## config.mk

```make
export PLATFORM = sky130hd
export DESIGN_NAME = fmr_monitor
export DESIGN_NICKNAME = d
export VERILOG_FILES = /design/src/rtl/fmr_pkg.sv /design/src/rtl/fmr_monitor.sv /design/src/rtl/fmr_stack_lim.sv /design/src/rtl/fmr_ram_par.sv
export SDC_FILE = /design/constraint.sdc
export NUM_CORES = 2
export LEC_CHECK = 0
export CORE_MARGIN = 8
export CORE_UTILIZATION = 57
export DETAILED_ROUTE_END_ITERATION = 8
export DONT_BUFFER_PORTS = 1
export HOLD_SLACK_MARGIN = 0.15
export PLACE_DENSITY = 0.75
export SETUP_SLACK_MARGIN = 0.3
export SKIP_CTS_REPAIR_TIMING = 1
export SYNTH_ARGS = -nofsm -noshare
export SYNTH_HDL_FRONTEND = slang
export SYNTH_SLANG_ARGS = --single-unit
```

## constraint.sdc

```tcl
create_clock -name CLK -period 8.3 [get_ports CLK]
set_input_delay 0.83 -clock CLK [delete_from_list [all_inputs] [get_ports CLK]]
set_output_delay 0.83 -clock CLK [all_outputs]
set_load 0.005 [all_outputs]
```

## src/rtl/fmr_pkg.sv

```systemverilog
/*
  Constants shared by the fault monitor: register offsets, field
  positions, reset values and state codes.
  Assumes a 32-bit register port with byte offsets on 8 address bits.
*/
package fmr_pkg;
  localparam int REG_AW = 8;
  localparam int DW = 32;
  localparam logic [REG_AW-1:0] OFS_CTRL = 8'h00;
  localparam logic [REG_AW-1:0] OFS_WDG_LOAD = 8'h04;
  localparam logic [REG_AW-1:0] OFS_WDG_KICK = 8'h08;
  localparam logic [REG_AW-1:0] OFS_RST_CAUSE = 8'h0c;
  localparam logic [REG_AW-1:0] OFS_EXC_CAUSE = 8'h10;
  localparam logic [REG_AW-1:0] OFS_IRQ_STAT = 8'h14;
  localparam logic [REG_AW-1:0] OFS_IRQ_MASK = 8'h18;
  localparam logic [REG_AW-1:0] OFS_HV_STAT = 8'h1c;
  localparam logic [REG_AW-1:0] OFS_SENS_EN = 8'h20;
  localparam logic [REG_AW-1:0] OFS_SP_LO0 = 8'h30;
  localparam logic [REG_AW-1:0] OFS_SP_HI0 = 8'h34;
  localparam logic [REG_AW-1:0] OFS_SP_STEP = 8'h08;
  // Control bits.
  localparam int CTRL_W = 4;
  localparam int CTRL_INV_ECC = 0;
  localparam int CTRL_DBL_RD = 1;
  localparam int CTRL_WDG_EN = 2;
  localparam int CTRL_WDG_EXC = 3;
  localparam logic [CTRL_W-1:0] CTRL_RST = 4'h0;
  // Exception cause bits, also the interrupt status layout.
  localparam int NSENS = 4;
  localparam int EXC_W = 7;
  localparam int EXC_ECC = 4;
  localparam int EXC_STACK = 5;
  localparam int EXC_WDG = 6;
  // Reset cause bits; the low ones are the sensors.
  localparam int RC_W = 7;
  localparam int RC_RAM = 4;
  localparam int RC_ROM = 5;
  localparam int RC_WDG = 6;
  localparam logic [NSENS-1:0] SENS_EN_ALL = 4'hf;
  localparam logic [NSENS-1:0] SENS_RST_SEL = 4'h3;
  // Stack limits, three privilege levels.
  localparam int NMODE = 3;
  localparam int SP_W = 16;
  localparam logic [SP_W-1:0] SP_LO_RST = 16'h0000;
  localparam logic [SP_W-1:0] SP_HI_RST = 16'hffff;
  // Watchdog.
  localparam int WDG_W = 16;
  localparam logic [WDG_W-1:0] WDG_LOAD_RST = 16'hffff;
  // High-voltage check status bits.
  localparam int HV_DONE_BIT = 0;
  localparam int HV_FAIL_BIT = 1;
  // RAM and its scanner.
  localparam int RAM_AW = 6;
  localparam int RAM_NB = 4;
  localparam logic [15:0] LFSR_SEED = 16'hace1;
  localparam logic [15:0] LFSR_TAPS = 16'hb400;
  typedef enum logic [2:0] {
    FMR_HV_IDLE = 3'b001,
    FMR_HV_RUN = 3'b010,
    FMR_HV_DONE = 3'b100
  } fmr_hv_t;
endpackage

```

## src/rtl/fmr_monitor.sv

```systemverilog
/*
  Fault and operating-condition monitor: sensors, memory parity, EEPROM
  error events, stack limits, watchdog, cause registers, interrupt.
  Assumes sensor and high-voltage pins are asynchronous, all other inputs
  share CLK, RST is the system reset and POR only the power-on reset.
*/
// Summary of operation
// - Sensor alarm out of range forces reset or raises exception per sensor.
// - Inverse ECC option turns each EEPROM ECC error into an exception.
// - RAM stores byte parity and checks it on every read of a word written since reset.
// - RAM parity error from read or scan forces security reset.
// - Every security reset restores reset values and leaves a readable reset cause.
// - Each exception leaves its reason readable in a cause register.
// - Sensor enables read as on and ignore every software write.
// - Three stack pointers each have their own limit checker.
// - Active stack pointer leaving its limits raises an exception.
// - EEPROM write high voltage is checked and latched, no event raised.
// - Watchdog stays idle until software enables and configures it.
// - ROM parity error forces reset like RAM parity error.
`timescale 1ns/1ps
module fmr_monitor
  import fmr_pkg::*;
(
  input wire logic CLK,
  input wire logic RST,
  input wire logic POR,
  input wire logic [REG_AW-1:0] ADDR,
  input wire logic [DW-1:0] WDATA,
  input wire logic WR,
  input wire logic RD,
  output logic [DW-1:0] RDATA,
  input wire logic [NSENS-1:0] SENS_ALARM,
  input wire logic ECC_ERR,
  input wire logic ROM_PAR_ERR,
  input wire logic EE_WR_ACTIVE,
  input wire logic HV_OK,
  input wire logic [1:0] PRIV_MODE,
  input wire logic [SP_W-1:0] SP_USR,
  input wire logic [SP_W-1:0] SP_SYS,
  input wire logic [SP_W-1:0] SP_SSM,
  input wire logic RAM_REQ,
  input wire logic RAM_WE,
  input wire logic [RAM_AW-1:0] RAM_ADDR,
  input wire logic [8*RAM_NB-1:0] RAM_WDATA,
  output logic [8*RAM_NB-1:0] RAM_RDATA,
  output logic SEC_RST,
  output logic EXC,
  output logic IRQ,
  output logic ECC_CORR_EN,
  output logic DBL_READ_EN,
  output logic [NSENS-1:0] SENS_EN
);
  logic [CTRL_W-1:0] ctrl_r;
  logic [WDG_W-1:0] wdg_load_r, wdg_cnt_r;
  logic [RC_W-1:0] rst_cause_r;
  logic [EXC_W-1:0] exc_cause_r, irq_stat_r, irq_mask_r;
  logic [SP_W-1:0] sp_lo_r [NMODE];
  logic [SP_W-1:0] sp_hi_r [NMODE];
  logic [NSENS-1:0] sens_s1_r, sens_s2_r, sens_d_r;
  logic hv_s1_r, hv_s2_r, hv_fail_r;
  fmr_hv_t hv_st_r, hv_nxt;
  logic sec_rst_r, exc_r;
  logic [DW-1:0] rdata_r;
  logic [NMODE-1:0] sp_viol;
  logic ram_par_err;

  function automatic logic [REG_AW-1:0] sp_ofs(input int m, input logic hi);
    return (hi ? OFS_SP_HI0 : OFS_SP_LO0) + REG_AW'(m) * OFS_SP_STEP;
  endfunction

  // Register write decode.
  wire wr_ctrl = WR && (ADDR == OFS_CTRL);
  wire wr_load = WR && (ADDR == OFS_WDG_LOAD);
  wire wr_kick = WR && (ADDR == OFS_WDG_KICK);
  wire wr_rc = WR && (ADDR == OFS_RST_CAUSE);
  wire wr_stat = WR && (ADDR == OFS_IRQ_STAT);
  wire wr_mask = WR && (ADDR == OFS_IRQ_MASK);

  // Sensor enables are hard wired; a write to their offset changes nothing.
  assign SENS_EN = SENS_EN_ALL;
  assign ECC_CORR_EN = !ctrl_r[CTRL_INV_ECC];
  assign DBL_READ_EN = ctrl_r[CTRL_DBL_RD];

  // Two-flop synchronisers for the asynchronous sensor and voltage pins.
  always_ff @(posedge CLK or posedge RST) begin
    if (RST) begin
      sens_s1_r <= '0;
      sens_s2_r <= '0;
      sens_d_r <= '0;
      hv_s1_r <= 1'b0;
      hv_s2_r <= 1'b0;
    end else begin
      sens_s1_r <= SENS_ALARM;
      sens_s2_r <= sens_s1_r;
      sens_d_r <= sens_s2_r;
      hv_s1_r <= HV_OK;
      hv_s2_r <= hv_s1_r;
    end
  end

  // A held alarm reports once, on its rising edge, so a slow sensor
  // cannot flood the core with exceptions.
  wire [NSENS-1:0] sens_ev = sens_s2_r & ~sens_d_r;
  wire [NSENS-1:0] sens_rst = sens_ev & SENS_RST_SEL;
  wire [NSENS-1:0] sens_exc = sens_ev & ~SENS_RST_SEL;

  // One checker per privilege level; only the level in use can fire.
  wire [SP_W-1:0] sp_in [NMODE];
  assign sp_in[0] = SP_USR;
  assign sp_in[1] = SP_SYS;
  assign sp_in[2] = SP_SSM;
  generate
    for (genvar m = 0; m < NMODE; m++) begin : g_sp
      fmr_stack_lim u_lim (
        .clk(CLK),
        .rst(RST),
        .active(PRIV_MODE == 2'(m)),
        .sp(sp_in[m]),
        .lo(sp_lo_r[m]),
        .hi(sp_hi_r[m]),
        .viol(sp_viol[m])
      );
      always_ff @(posedge CLK or posedge RST) begin
        if (RST) begin
          sp_lo_r[m] <= SP_LO_RST;
          sp_hi_r[m] <= SP_HI_RST;
        end else begin
          if (WR && ADDR == sp_ofs(m, 1'b0)) begin
            sp_lo_r[m] <= WDATA[SP_W-1:0];
          end
          if (WR && ADDR == sp_ofs(m, 1'b1)) begin
            sp_hi_r[m] <= WDATA[SP_W-1:0];
          end
        end
      end
    end
  endgenerate

  // Parity-protected RAM with its background scanner.
  fmr_ram_par u_ram (
    .clk(CLK),
    .rst(RST),
    .cpu_req(RAM_REQ),
    .cpu_we(RAM_WE),
    .cpu_addr(RAM_ADDR),
    .cpu_wdata(RAM_WDATA),
    .cpu_rdata(RAM_RDATA),
    .par_err(ram_par_err)
  );

  // Watchdog counts down from the load value only while enabled.
  wire wdg_on = ctrl_r[CTRL_WDG_EN];
  wire wdg_exp = wdg_on && !wr_kick && (wdg_cnt_r == '0);
  always_ff @(posedge CLK or posedge RST) begin
    if (RST) begin
      wdg_cnt_r <= WDG_LOAD_RST;
    end else if (!wdg_on || wr_kick || wdg_exp) begin
      wdg_cnt_r <= wdg_load_r;
    end else begin
      wdg_cnt_r <= wdg_cnt_r - 1'b1;
    end
  end

  // Gathered events: the exception class and the reset class.
  logic [EXC_W-1:0] exc_ev;
  logic [RC_W-1:0] rst_ev;
  always_comb begin
    exc_ev = '0;
    exc_ev[NSENS-1:0] = sens_exc;
    exc_ev[EXC_ECC] = ECC_ERR && ctrl_r[CTRL_INV_ECC];
    exc_ev[EXC_STACK] = |sp_viol;
    exc_ev[EXC_WDG] = wdg_exp && ctrl_r[CTRL_WDG_EXC];
    rst_ev = '0;
    rst_ev[NSENS-1:0] = sens_rst;
    rst_ev[RC_RAM] = ram_par_err;
    rst_ev[RC_ROM] = ROM_PAR_ERR;
    rst_ev[RC_WDG] = wdg_exp && !ctrl_r[CTRL_WDG_EXC];
  end

  // Control, mask and watchdog load; system reset restores all of them.
  always_ff @(posedge CLK or posedge RST) begin
    if (RST) begin
      ctrl_r <= CTRL_RST;
      wdg_load_r <= WDG_LOAD_RST;
      irq_mask_r <= '0;
    end else begin
      if (wr_ctrl) begin
        ctrl_r <= WDATA[CTRL_W-1:0];
      end
      if (wr_load) begin
        wdg_load_r <= WDATA[WDG_W-1:0];
      end
      if (wr_mask) begin
        irq_mask_r <= WDATA[EXC_W-1:0];
      end
    end
  end

  // Exception pulse, cause of the last exception and sticky status.
  // A new event in the clearing cycle stays set.
  always_ff @(posedge CLK or posedge RST) begin
    if (RST) begin
      exc_r <= 1'b0;
      exc_cause_r <= '0;
      irq_stat_r <= '0;
    end else begin
      exc_r <= |exc_ev;
      if (|exc_ev) begin
        exc_cause_r <= exc_ev;
      end
      irq_stat_r <= (irq_stat_r & ~(wr_stat ? WDATA[EXC_W-1:0] : '0)) | exc_ev;
    end
  end
  assign EXC = exc_r;
  assign IRQ = |(irq_stat_r & irq_mask_r);

  // The cause survives the security reset it triggers; only power-on or a software write clears it.
  always_ff @(posedge CLK or posedge POR) begin
    if (POR) begin
      rst_cause_r <= '0;
    end else begin
      rst_cause_r <= (rst_cause_r & ~(wr_rc ? WDATA[RC_W-1:0] : '0)) | rst_ev;
    end
  end

  // Reset request is a registered one-cycle pulse to the reset generator.
  always_ff @(posedge CLK or posedge RST) begin
    if (RST) begin
      sec_rst_r <= 1'b0;
    end else begin
      sec_rst_r <= |rst_ev;
    end
  end
  assign SEC_RST = sec_rst_r;

  // Voltage check follows each EEPROM write; the result is only stored.
  always_comb begin
    hv_nxt = hv_st_r;
    unique case (hv_st_r)
      FMR_HV_IDLE, FMR_HV_DONE: begin
        if (EE_WR_ACTIVE) begin
          hv_nxt = FMR_HV_RUN;
        end
      end
      FMR_HV_RUN: begin
        if (!EE_WR_ACTIVE) begin
          hv_nxt = FMR_HV_DONE;
        end
      end
      default: hv_nxt = FMR_HV_IDLE;
    endcase
  end
  always_ff @(posedge CLK or posedge RST) begin
    if (RST) begin
      hv_st_r <= FMR_HV_IDLE;
      hv_fail_r <= 1'b0;
    end else begin
      hv_st_r <= hv_nxt;
      if (hv_st_r != FMR_HV_RUN && EE_WR_ACTIVE) begin
        hv_fail_r <= !hv_s2_r;
      end else if (hv_st_r == FMR_HV_RUN && !hv_s2_r) begin
        hv_fail_r <= 1'b1;
      end
    end
  end

  // Read mux; unmapped offsets read zero.
  logic [DW-1:0] rd_mux;
  always_comb begin
    rd_mux = '0;
    unique case (ADDR)
      OFS_CTRL: rd_mux[CTRL_W-1:0] = ctrl_r;
      OFS_WDG_LOAD: rd_mux[WDG_W-1:0] = wdg_load_r;
      OFS_WDG_KICK: rd_mux[WDG_W-1:0] = wdg_cnt_r;
      OFS_RST_CAUSE: rd_mux[RC_W-1:0] = rst_cause_r;
      OFS_EXC_CAUSE: rd_mux[EXC_W-1:0] = exc_cause_r;
      OFS_IRQ_STAT: rd_mux[EXC_W-1:0] = irq_stat_r;
      OFS_IRQ_MASK: rd_mux[EXC_W-1:0] = irq_mask_r;
      OFS_HV_STAT: begin
        rd_mux[HV_DONE_BIT] = (hv_st_r == FMR_HV_DONE);
        rd_mux[HV_FAIL_BIT] = hv_fail_r;
      end
      OFS_SENS_EN: rd_mux[NSENS-1:0] = SENS_EN;
      default: begin
        for (int m = 0; m < NMODE; m++) begin
          if (ADDR == sp_ofs(m, 1'b0)) rd_mux[SP_W-1:0] = sp_lo_r[m];
          if (ADDR == sp_ofs(m, 1'b1)) rd_mux[SP_W-1:0] = sp_hi_r[m];
        end
      end
    endcase
  end
  always_ff @(posedge CLK or posedge RST) begin
    if (RST) begin
      rdata_r <= '0;
    end else begin
      rdata_r <= RD ? rd_mux : '0;
    end
  end
  assign RDATA = rdata_r;

  // Checks kept beside the logic.
  a_sens_exc_pulse: assert property (@(posedge CLK) disable iff (RST)
    |sens_exc |=> EXC && exc_cause_r[NSENS-1:0] == $past(sens_exc))
    else $error("sensor exception not reported");
  a_ecc_inverse: assert property (@(posedge CLK) disable iff (RST)
    ECC_ERR && ctrl_r[CTRL_INV_ECC] |=> EXC && exc_cause_r[EXC_ECC])
    else $error("ecc error did not raise exception");
  a_ecc_quiet: assert property (@(posedge CLK) disable iff (RST)
    ECC_ERR && !ctrl_r[CTRL_INV_ECC] |=> !irq_stat_r[EXC_ECC] || $past(irq_stat_r[EXC_ECC]))
    else $error("ecc error flagged with option off");
  a_ram_par_rst: assert property (@(posedge CLK) disable iff (RST || POR)
    ram_par_err |=> SEC_RST && rst_cause_r[RC_RAM])
    else $error("ram parity error did not reset");
  a_rom_par_rst: assert property (@(posedge CLK) disable iff (RST || POR)
    ROM_PAR_ERR |=> SEC_RST && rst_cause_r[RC_ROM])
    else $error("rom parity error did not reset");
  a_sens_always_on: assert property (@(posedge CLK) disable iff (RST)
    WR && ADDR == OFS_SENS_EN |=> SENS_EN == SENS_EN_ALL && $stable(ctrl_r))
    else $error("sensor enable changed by software");
  a_stack_exc: assert property (@(posedge CLK) disable iff (RST)
    |sp_viol |=> EXC && exc_cause_r[EXC_STACK] && irq_stat_r[EXC_STACK])
    else $error("stack violation not reported");
  a_hv_no_event: assert property (@(posedge CLK) disable iff (RST)
    $rose(hv_fail_r) && !(|exc_ev) && !(|rst_ev) |=> !EXC ##0 !SEC_RST)
    else $error("voltage check raised an event");
  a_wdg_idle: assert property (@(posedge CLK) disable iff (RST)
    !wdg_on [*2] |-> wdg_cnt_r == $past(wdg_load_r) && !wdg_exp)
    else $error("watchdog counting while disabled");
  a_cause_sticky: assert property (@(posedge CLK) disable iff (POR)
    !wr_rc |=> (rst_cause_r & $past(rst_cause_r)) == $past(rst_cause_r))
    else $error("reset cause lost");
endmodule // fmr_monitor

```

## src/rtl/fmr_stack_lim.sv

```systemverilog
/*
  Limit checker for one stack pointer.
  Assumes pointer and limits come from logic on the same clock.
*/
`timescale 1ns/1ps
module fmr_stack_lim
  import fmr_pkg::*;
(
  input wire logic clk,
  input wire logic rst,
  input wire logic active,
  input wire logic [SP_W-1:0] sp,
  input wire logic [SP_W-1:0] lo,
  input wire logic [SP_W-1:0] hi,
  output logic viol
);
  logic out_r;
  wire out_now = active && ((sp < lo) || (sp > hi));

  // Only the entry into the bad range is reported, so one excursion is one exception.
  always_ff @(posedge clk or posedge rst) begin
    if (rst) begin
      out_r <= 1'b0;
    end else begin
      out_r <= out_now;
    end
  end
  assign viol = out_now && !out_r;
endmodule // fmr_stack_lim

```

## src/rtl/fmr_ram_par.sv

```systemverilog
/*
  Byte-parity RAM with a background scanner.
  Assumes the core drives its request on the same clock; read data
  follow one cycle after a read and are valid only then.
*/
`timescale 1ns/1ps
module fmr_ram_par
  import fmr_pkg::*;
#(
  parameter int AW = RAM_AW,
  parameter int NB = RAM_NB
) (
  input wire logic clk,
  input wire logic rst,
  input wire logic cpu_req,
  input wire logic cpu_we,
  input wire logic [AW-1:0] cpu_addr,
  input wire logic [8*NB-1:0] cpu_wdata,
  output logic [8*NB-1:0] cpu_rdata,
  output logic par_err
);
  logic [8*NB-1:0] mem [2**AW];
  logic [NB-1:0] par [2**AW];
  logic [2**AW-1:0] seen_r;
  logic [AW-1:0] cnt_r;
  logic [AW-1:0] key_r;
  logic [15:0] lfsr_r;
  logic [NB-1:0] rd_par_r;
  logic chk_r;

  function automatic logic [NB-1:0] byte_par(input logic [8*NB-1:0] d);
    logic [NB-1:0] p;
    p = '0;
    for (int i = 0; i < NB; i++) begin
      p[i] = ^d[8*i +: 8];
    end
    return p;
  endfunction

  // The core always wins the port, so it never waits for the scanner.
  wire [AW-1:0] addr = cpu_req ? cpu_addr : (cnt_r ^ key_r);
  wire wr = cpu_req && cpu_we;

  // Array has no reset; words never written are not checked.
  always_ff @(posedge clk) begin
    if (wr) begin
      mem[addr] <= cpu_wdata;
      par[addr] <= byte_par(cpu_wdata);
    end
    cpu_rdata <= mem[addr];
    rd_par_r <= par[addr];
  end

  // Scan pass covers every address; the key changes order between passes.
  always_ff @(posedge clk or posedge rst) begin
    if (rst) begin
      seen_r <= '0;
      cnt_r <= '0;
      key_r <= '0;
      lfsr_r <= LFSR_SEED;
      chk_r <= 1'b0;
    end else begin
      lfsr_r <= {lfsr_r[14:0], ^(lfsr_r & LFSR_TAPS)};
      if (wr) begin
        seen_r[addr] <= 1'b1;
      end
      if (!cpu_req) begin
        cnt_r <= cnt_r + 1'b1;
        if (&cnt_r) begin
          key_r <= lfsr_r[AW-1:0];
        end
      end
      chk_r <= !wr && seen_r[addr];
    end
  end
  assign par_err = chk_r && (rd_par_r != byte_par(cpu_rdata));
endmodule // fmr_ram_par

```

==> impl_metrics.ini <==
[clock_tree]
clock_sinks = 2630
htree_levels = 4
cts_tree = done
insertion_delay_ns = 0.93
clock_path_buffers = 3
cts_made_buffers = 240
cts_root_buffer = clkbuf_16
clkTransAtPathRegs_ns = 0.06

[place]
place_ws_ns = 3.50
detailed_place.area_mm2 = 0.102
post-dp-hpwl_um = 150000
gp_congestion = 0.867
io_buffers = 0

[critical_path]
reg2reg_depth = 7
worstPathRequired_ns = 8.82
endpoint_kind = flip-flop
cp_cell_sequence = xnor2_1 > o21a_2 > nand2_4 > nor2_4 > nand2_1 > nor2_4 > buf_4
crit_top_cell = nor2_4
cp-start-kind = flip-flop
slowest_stage = nor2_4
worstPathArrival_ns = 5.13
crit_path_max_fanout = 24
worstSetupPathType = reg2reg
slowest_delay_ns = 1.06

[die]
die_area_mm2 = 0.186
rows = 152
initial_core_util = 0.574
die_w_um = 432
ioPinCount = 216
coreArea_mm2 = 0.172
die_h_um = 432

[outcome]
status = complete, but fails checks
violations = design-rule violations

[final_layout]
nets = 6015
stdcell_area_mm2 = 0.111
drive_gt1_frac = 0.151
area_delta_synth_final_pct = 12.6

[power_and_ir_drop]
power_uw = 31100
max-vdd-ir-drop_uv = 229
leakage_uw = 0.0352
powerDensity_mw_per_mm2 = 281

[synthesis]
async_flop_share = 0.110
synth_top_family_by_area = compound AO/OA/AOI/OAI gates
synthAdderAreaFrac = 0.0121
yosys.cell_types.count = 69
synth_compound_area_frac = 0.128
synth-seq-cells = 2630
synth_mux_area_frac = 0.0150
synth_seq_area_share = 0.785
yosys_warnings = 0
yosys.area_share.simple = 0.0315
syn_area_mm2 = 0.0984
syn_inst = 5667
synth-edff-count = 2304
ys.flop_type = edfxtp_1
syn_area_per_cell_um2 = 17.4
synth_xor_area_frac = 0.00792

[timing]
timing.final.crit_share = 0.555
clock.fmax_mhz = 217
hold_viol_final = 0
tightest_slew_ns = 1.33
fin_ws_ns = 3.69
finalMaxSlewViolations = 0
fin_skew_ns = 0.107
timing.slew.headroom = 0.108
setup_violations = 0
grt_setup_unrepaired = false
period_needed_ns = 4.61
finalSetupTns_ns = 0

[detailed_routing]
highest_layer = met5
dr.pass1.iters = 9
route.met2.wl_um = 135000
first_iter_violations = 9978
avgViaCountPerCell = 7.07
wire_per_inst_um = 35.2
ant_nets = 0
wl_met3_um = 39200
via_count = 58700
route.detailed.drc = 2
drt_wl_total_um = 292000
wl_met1_um = 99000

[run]
drv_cap = 0

[global_routing]
overflow = 0
grt_use_total = 0.297
grt_pass1_vias = 56200
antenna_found_initial = 8
grt_start_max_net_pins = 135
grt_pass1_wl_um = 402000

[min_path]
hold_depth = 2
min_path_type = in2reg
## synthesized netlist by cell type, types with 6 or more instances
master,instances,share of area
or2_2,69,0.0044
a21oi_1,153,0.0078
nand2_1,109,0.0042
nor2_1,127,0.0048
a22oi_1,1139,0.087
buf_1,14,0.00053
a41oi_1,172,0.015
a31oi_1,27,0.0017
a22o_1,14,0.0012
nor2_4,6,0.00069
xor2_1,17,0.0015
o22ai_1,26,0.0017
nor4_1,23,0.0015
dfrtp_1,201,0.051
buf_4,29,0.0022
a221oi_1,31,0.0028
nor3_1,10,0.00051
buf_2,179,0.0091
nor2b_1,12,0.00076
mux2_2,130,0.015
xnor2_1,72,0.0064
ha_1,95,0.012
a21o_1,41,0.0031
a221o_1,9,0.00092
edfxtp_1,2304,0.70
inv_1,100,0.0038
o21a_1,12,0.00092
dfxtp_1,36,0.0073
a222oi_1,20,0.0020
o21ai_0,11,0.00056
dfstp_2,89,0.024
nand4_1,142,0.0090
clkbuf_1,115,0.0044
nand3_1,46,0.0023
nand2b_1,9,0.00057
## sequential cells by signal, indices dropped and copies added (netlist names), 5 cells and up
| name | flops |
|---|---|
| u_ram.lfsr_r | 16 |
| exc_cause_r | 5 |
| u_ram.seen_r | 64 |
| wdg_cnt_r | 16 |
| RDATA | 16 |
| rst_cause_r | 7 |
| u_ram.par | 256 |
| irq_mask_r | 7 |
| wdg_load_r | 16 |
| u_ram.mem | 2048 |
| irq_stat_r | 7 |
| u_ram.cpu_rdata | 32 |
| u_ram.key_r | 6 |
| sp_lo_r | 48 |
| u_ram.cnt_r | 6 |
| sp_hi_r | 48 |
## stage by stage
stage / cells / hold slack (ns) / utilization
2_1_floorplan: 5685 / 0.331 / -
3_3_place_gp: 7784 / 0.335 / 0.592
3_5_place_dp: 7784 / 0.337 / 0.592
4_1_cts: 8243 / -0.223 / 0.639
5_1_grt: 8306 / 0.154 / 0.646
6_report: 8310 / 0.168 / 0.646
## layout make-up
cell class | count | area [um^2]
timing repair buffer | 189 | 2320
inverter | 100 | 379
clock inverter | 125 | 1610
sequential | 2630 | 77300
antenna | 6 | 15.0
clock buffer | 334 | 6570
tap | 2310 | 2890
fill | 11200 | 60700
multi-input combinational | 2616 | 19800
## placed cells by master (no fill, tap or decap), types with 58 or more instances in the layout
cell	count
a41oi_1	172
inv_1	99
dfrtp_1	201
or2_2	69
nor2_1	58
nand2_1	104
xnor2_1	68
ha_1	95
dfstp_2	89
buf_4	113
clkbuf_16	241
clkbuf_1	73
a22oi_1	1139
mux2_2	130
edfxtp_1	2304
nand4_1	142
nor2_4	74
a21oi_1	153
## where the power goes
part           switching [uW]  internal, uW
combinational            3170          1330
sequential                382         14900
clock                    4910          6390
## cell families after synthesis
| kind of cell | after synthesis |
|---|---|
| AO/OA/AOI/OAI | 1696 |
| XOR/XNOR | 89 |
| adder cells (fa/ha/maj) | 95 |
| buffers and inverters | 439 |
| flip-flops | 2630 |
| multiplexers | 131 |
| other | 2 |
| AND/OR/NAND/NOR | 585 |
## worst max-delay path, delay by kind of cell (launching register included)
kind,cells,cell delay (ns)
XOR/XNOR,1,0.26
buffers and inverters,1,0.58
flip-flops,1,0.45
AND/OR/NAND/NOR,4,2.46
AO/OA/AOI/OAI,1,0.46
## metal layers
layer,track usage,up-vias
li1,-,23500
met1,0.380,29400
met2,0.472,4932
met3,0.0762,856
met4,0.158,4
met5,0,-
## worst paths after layout
kind / start / slack, ns / endpoint
max: u_ram.cnt_r[0]$_DFFE_PP0N_ / 3.69 / u_ram.par[20][1]$_DFFE_PP_
min reg2reg: sens_s1_r[0]$_DFF_PP0_ / 0.35 / sens_s2_r[0]$_DFF_PP0_
max in group asynchronous: RST / 5.79 / hv_fail_r$_DFFE_PP0P_
max reg2reg: u_ram.cnt_r[0]$_DFFE_PP0N_ / 3.69 / u_ram.par[20][1]$_DFFE_PP_
min: WDATA[1] / 0.17 / rst_cause_r[1]$_DFF_PP0_
min in group asynchronous: POR / 0.43 / rst_cause_r[0]$_DFF_PP0_
Power figures use the tool's default switching activity.
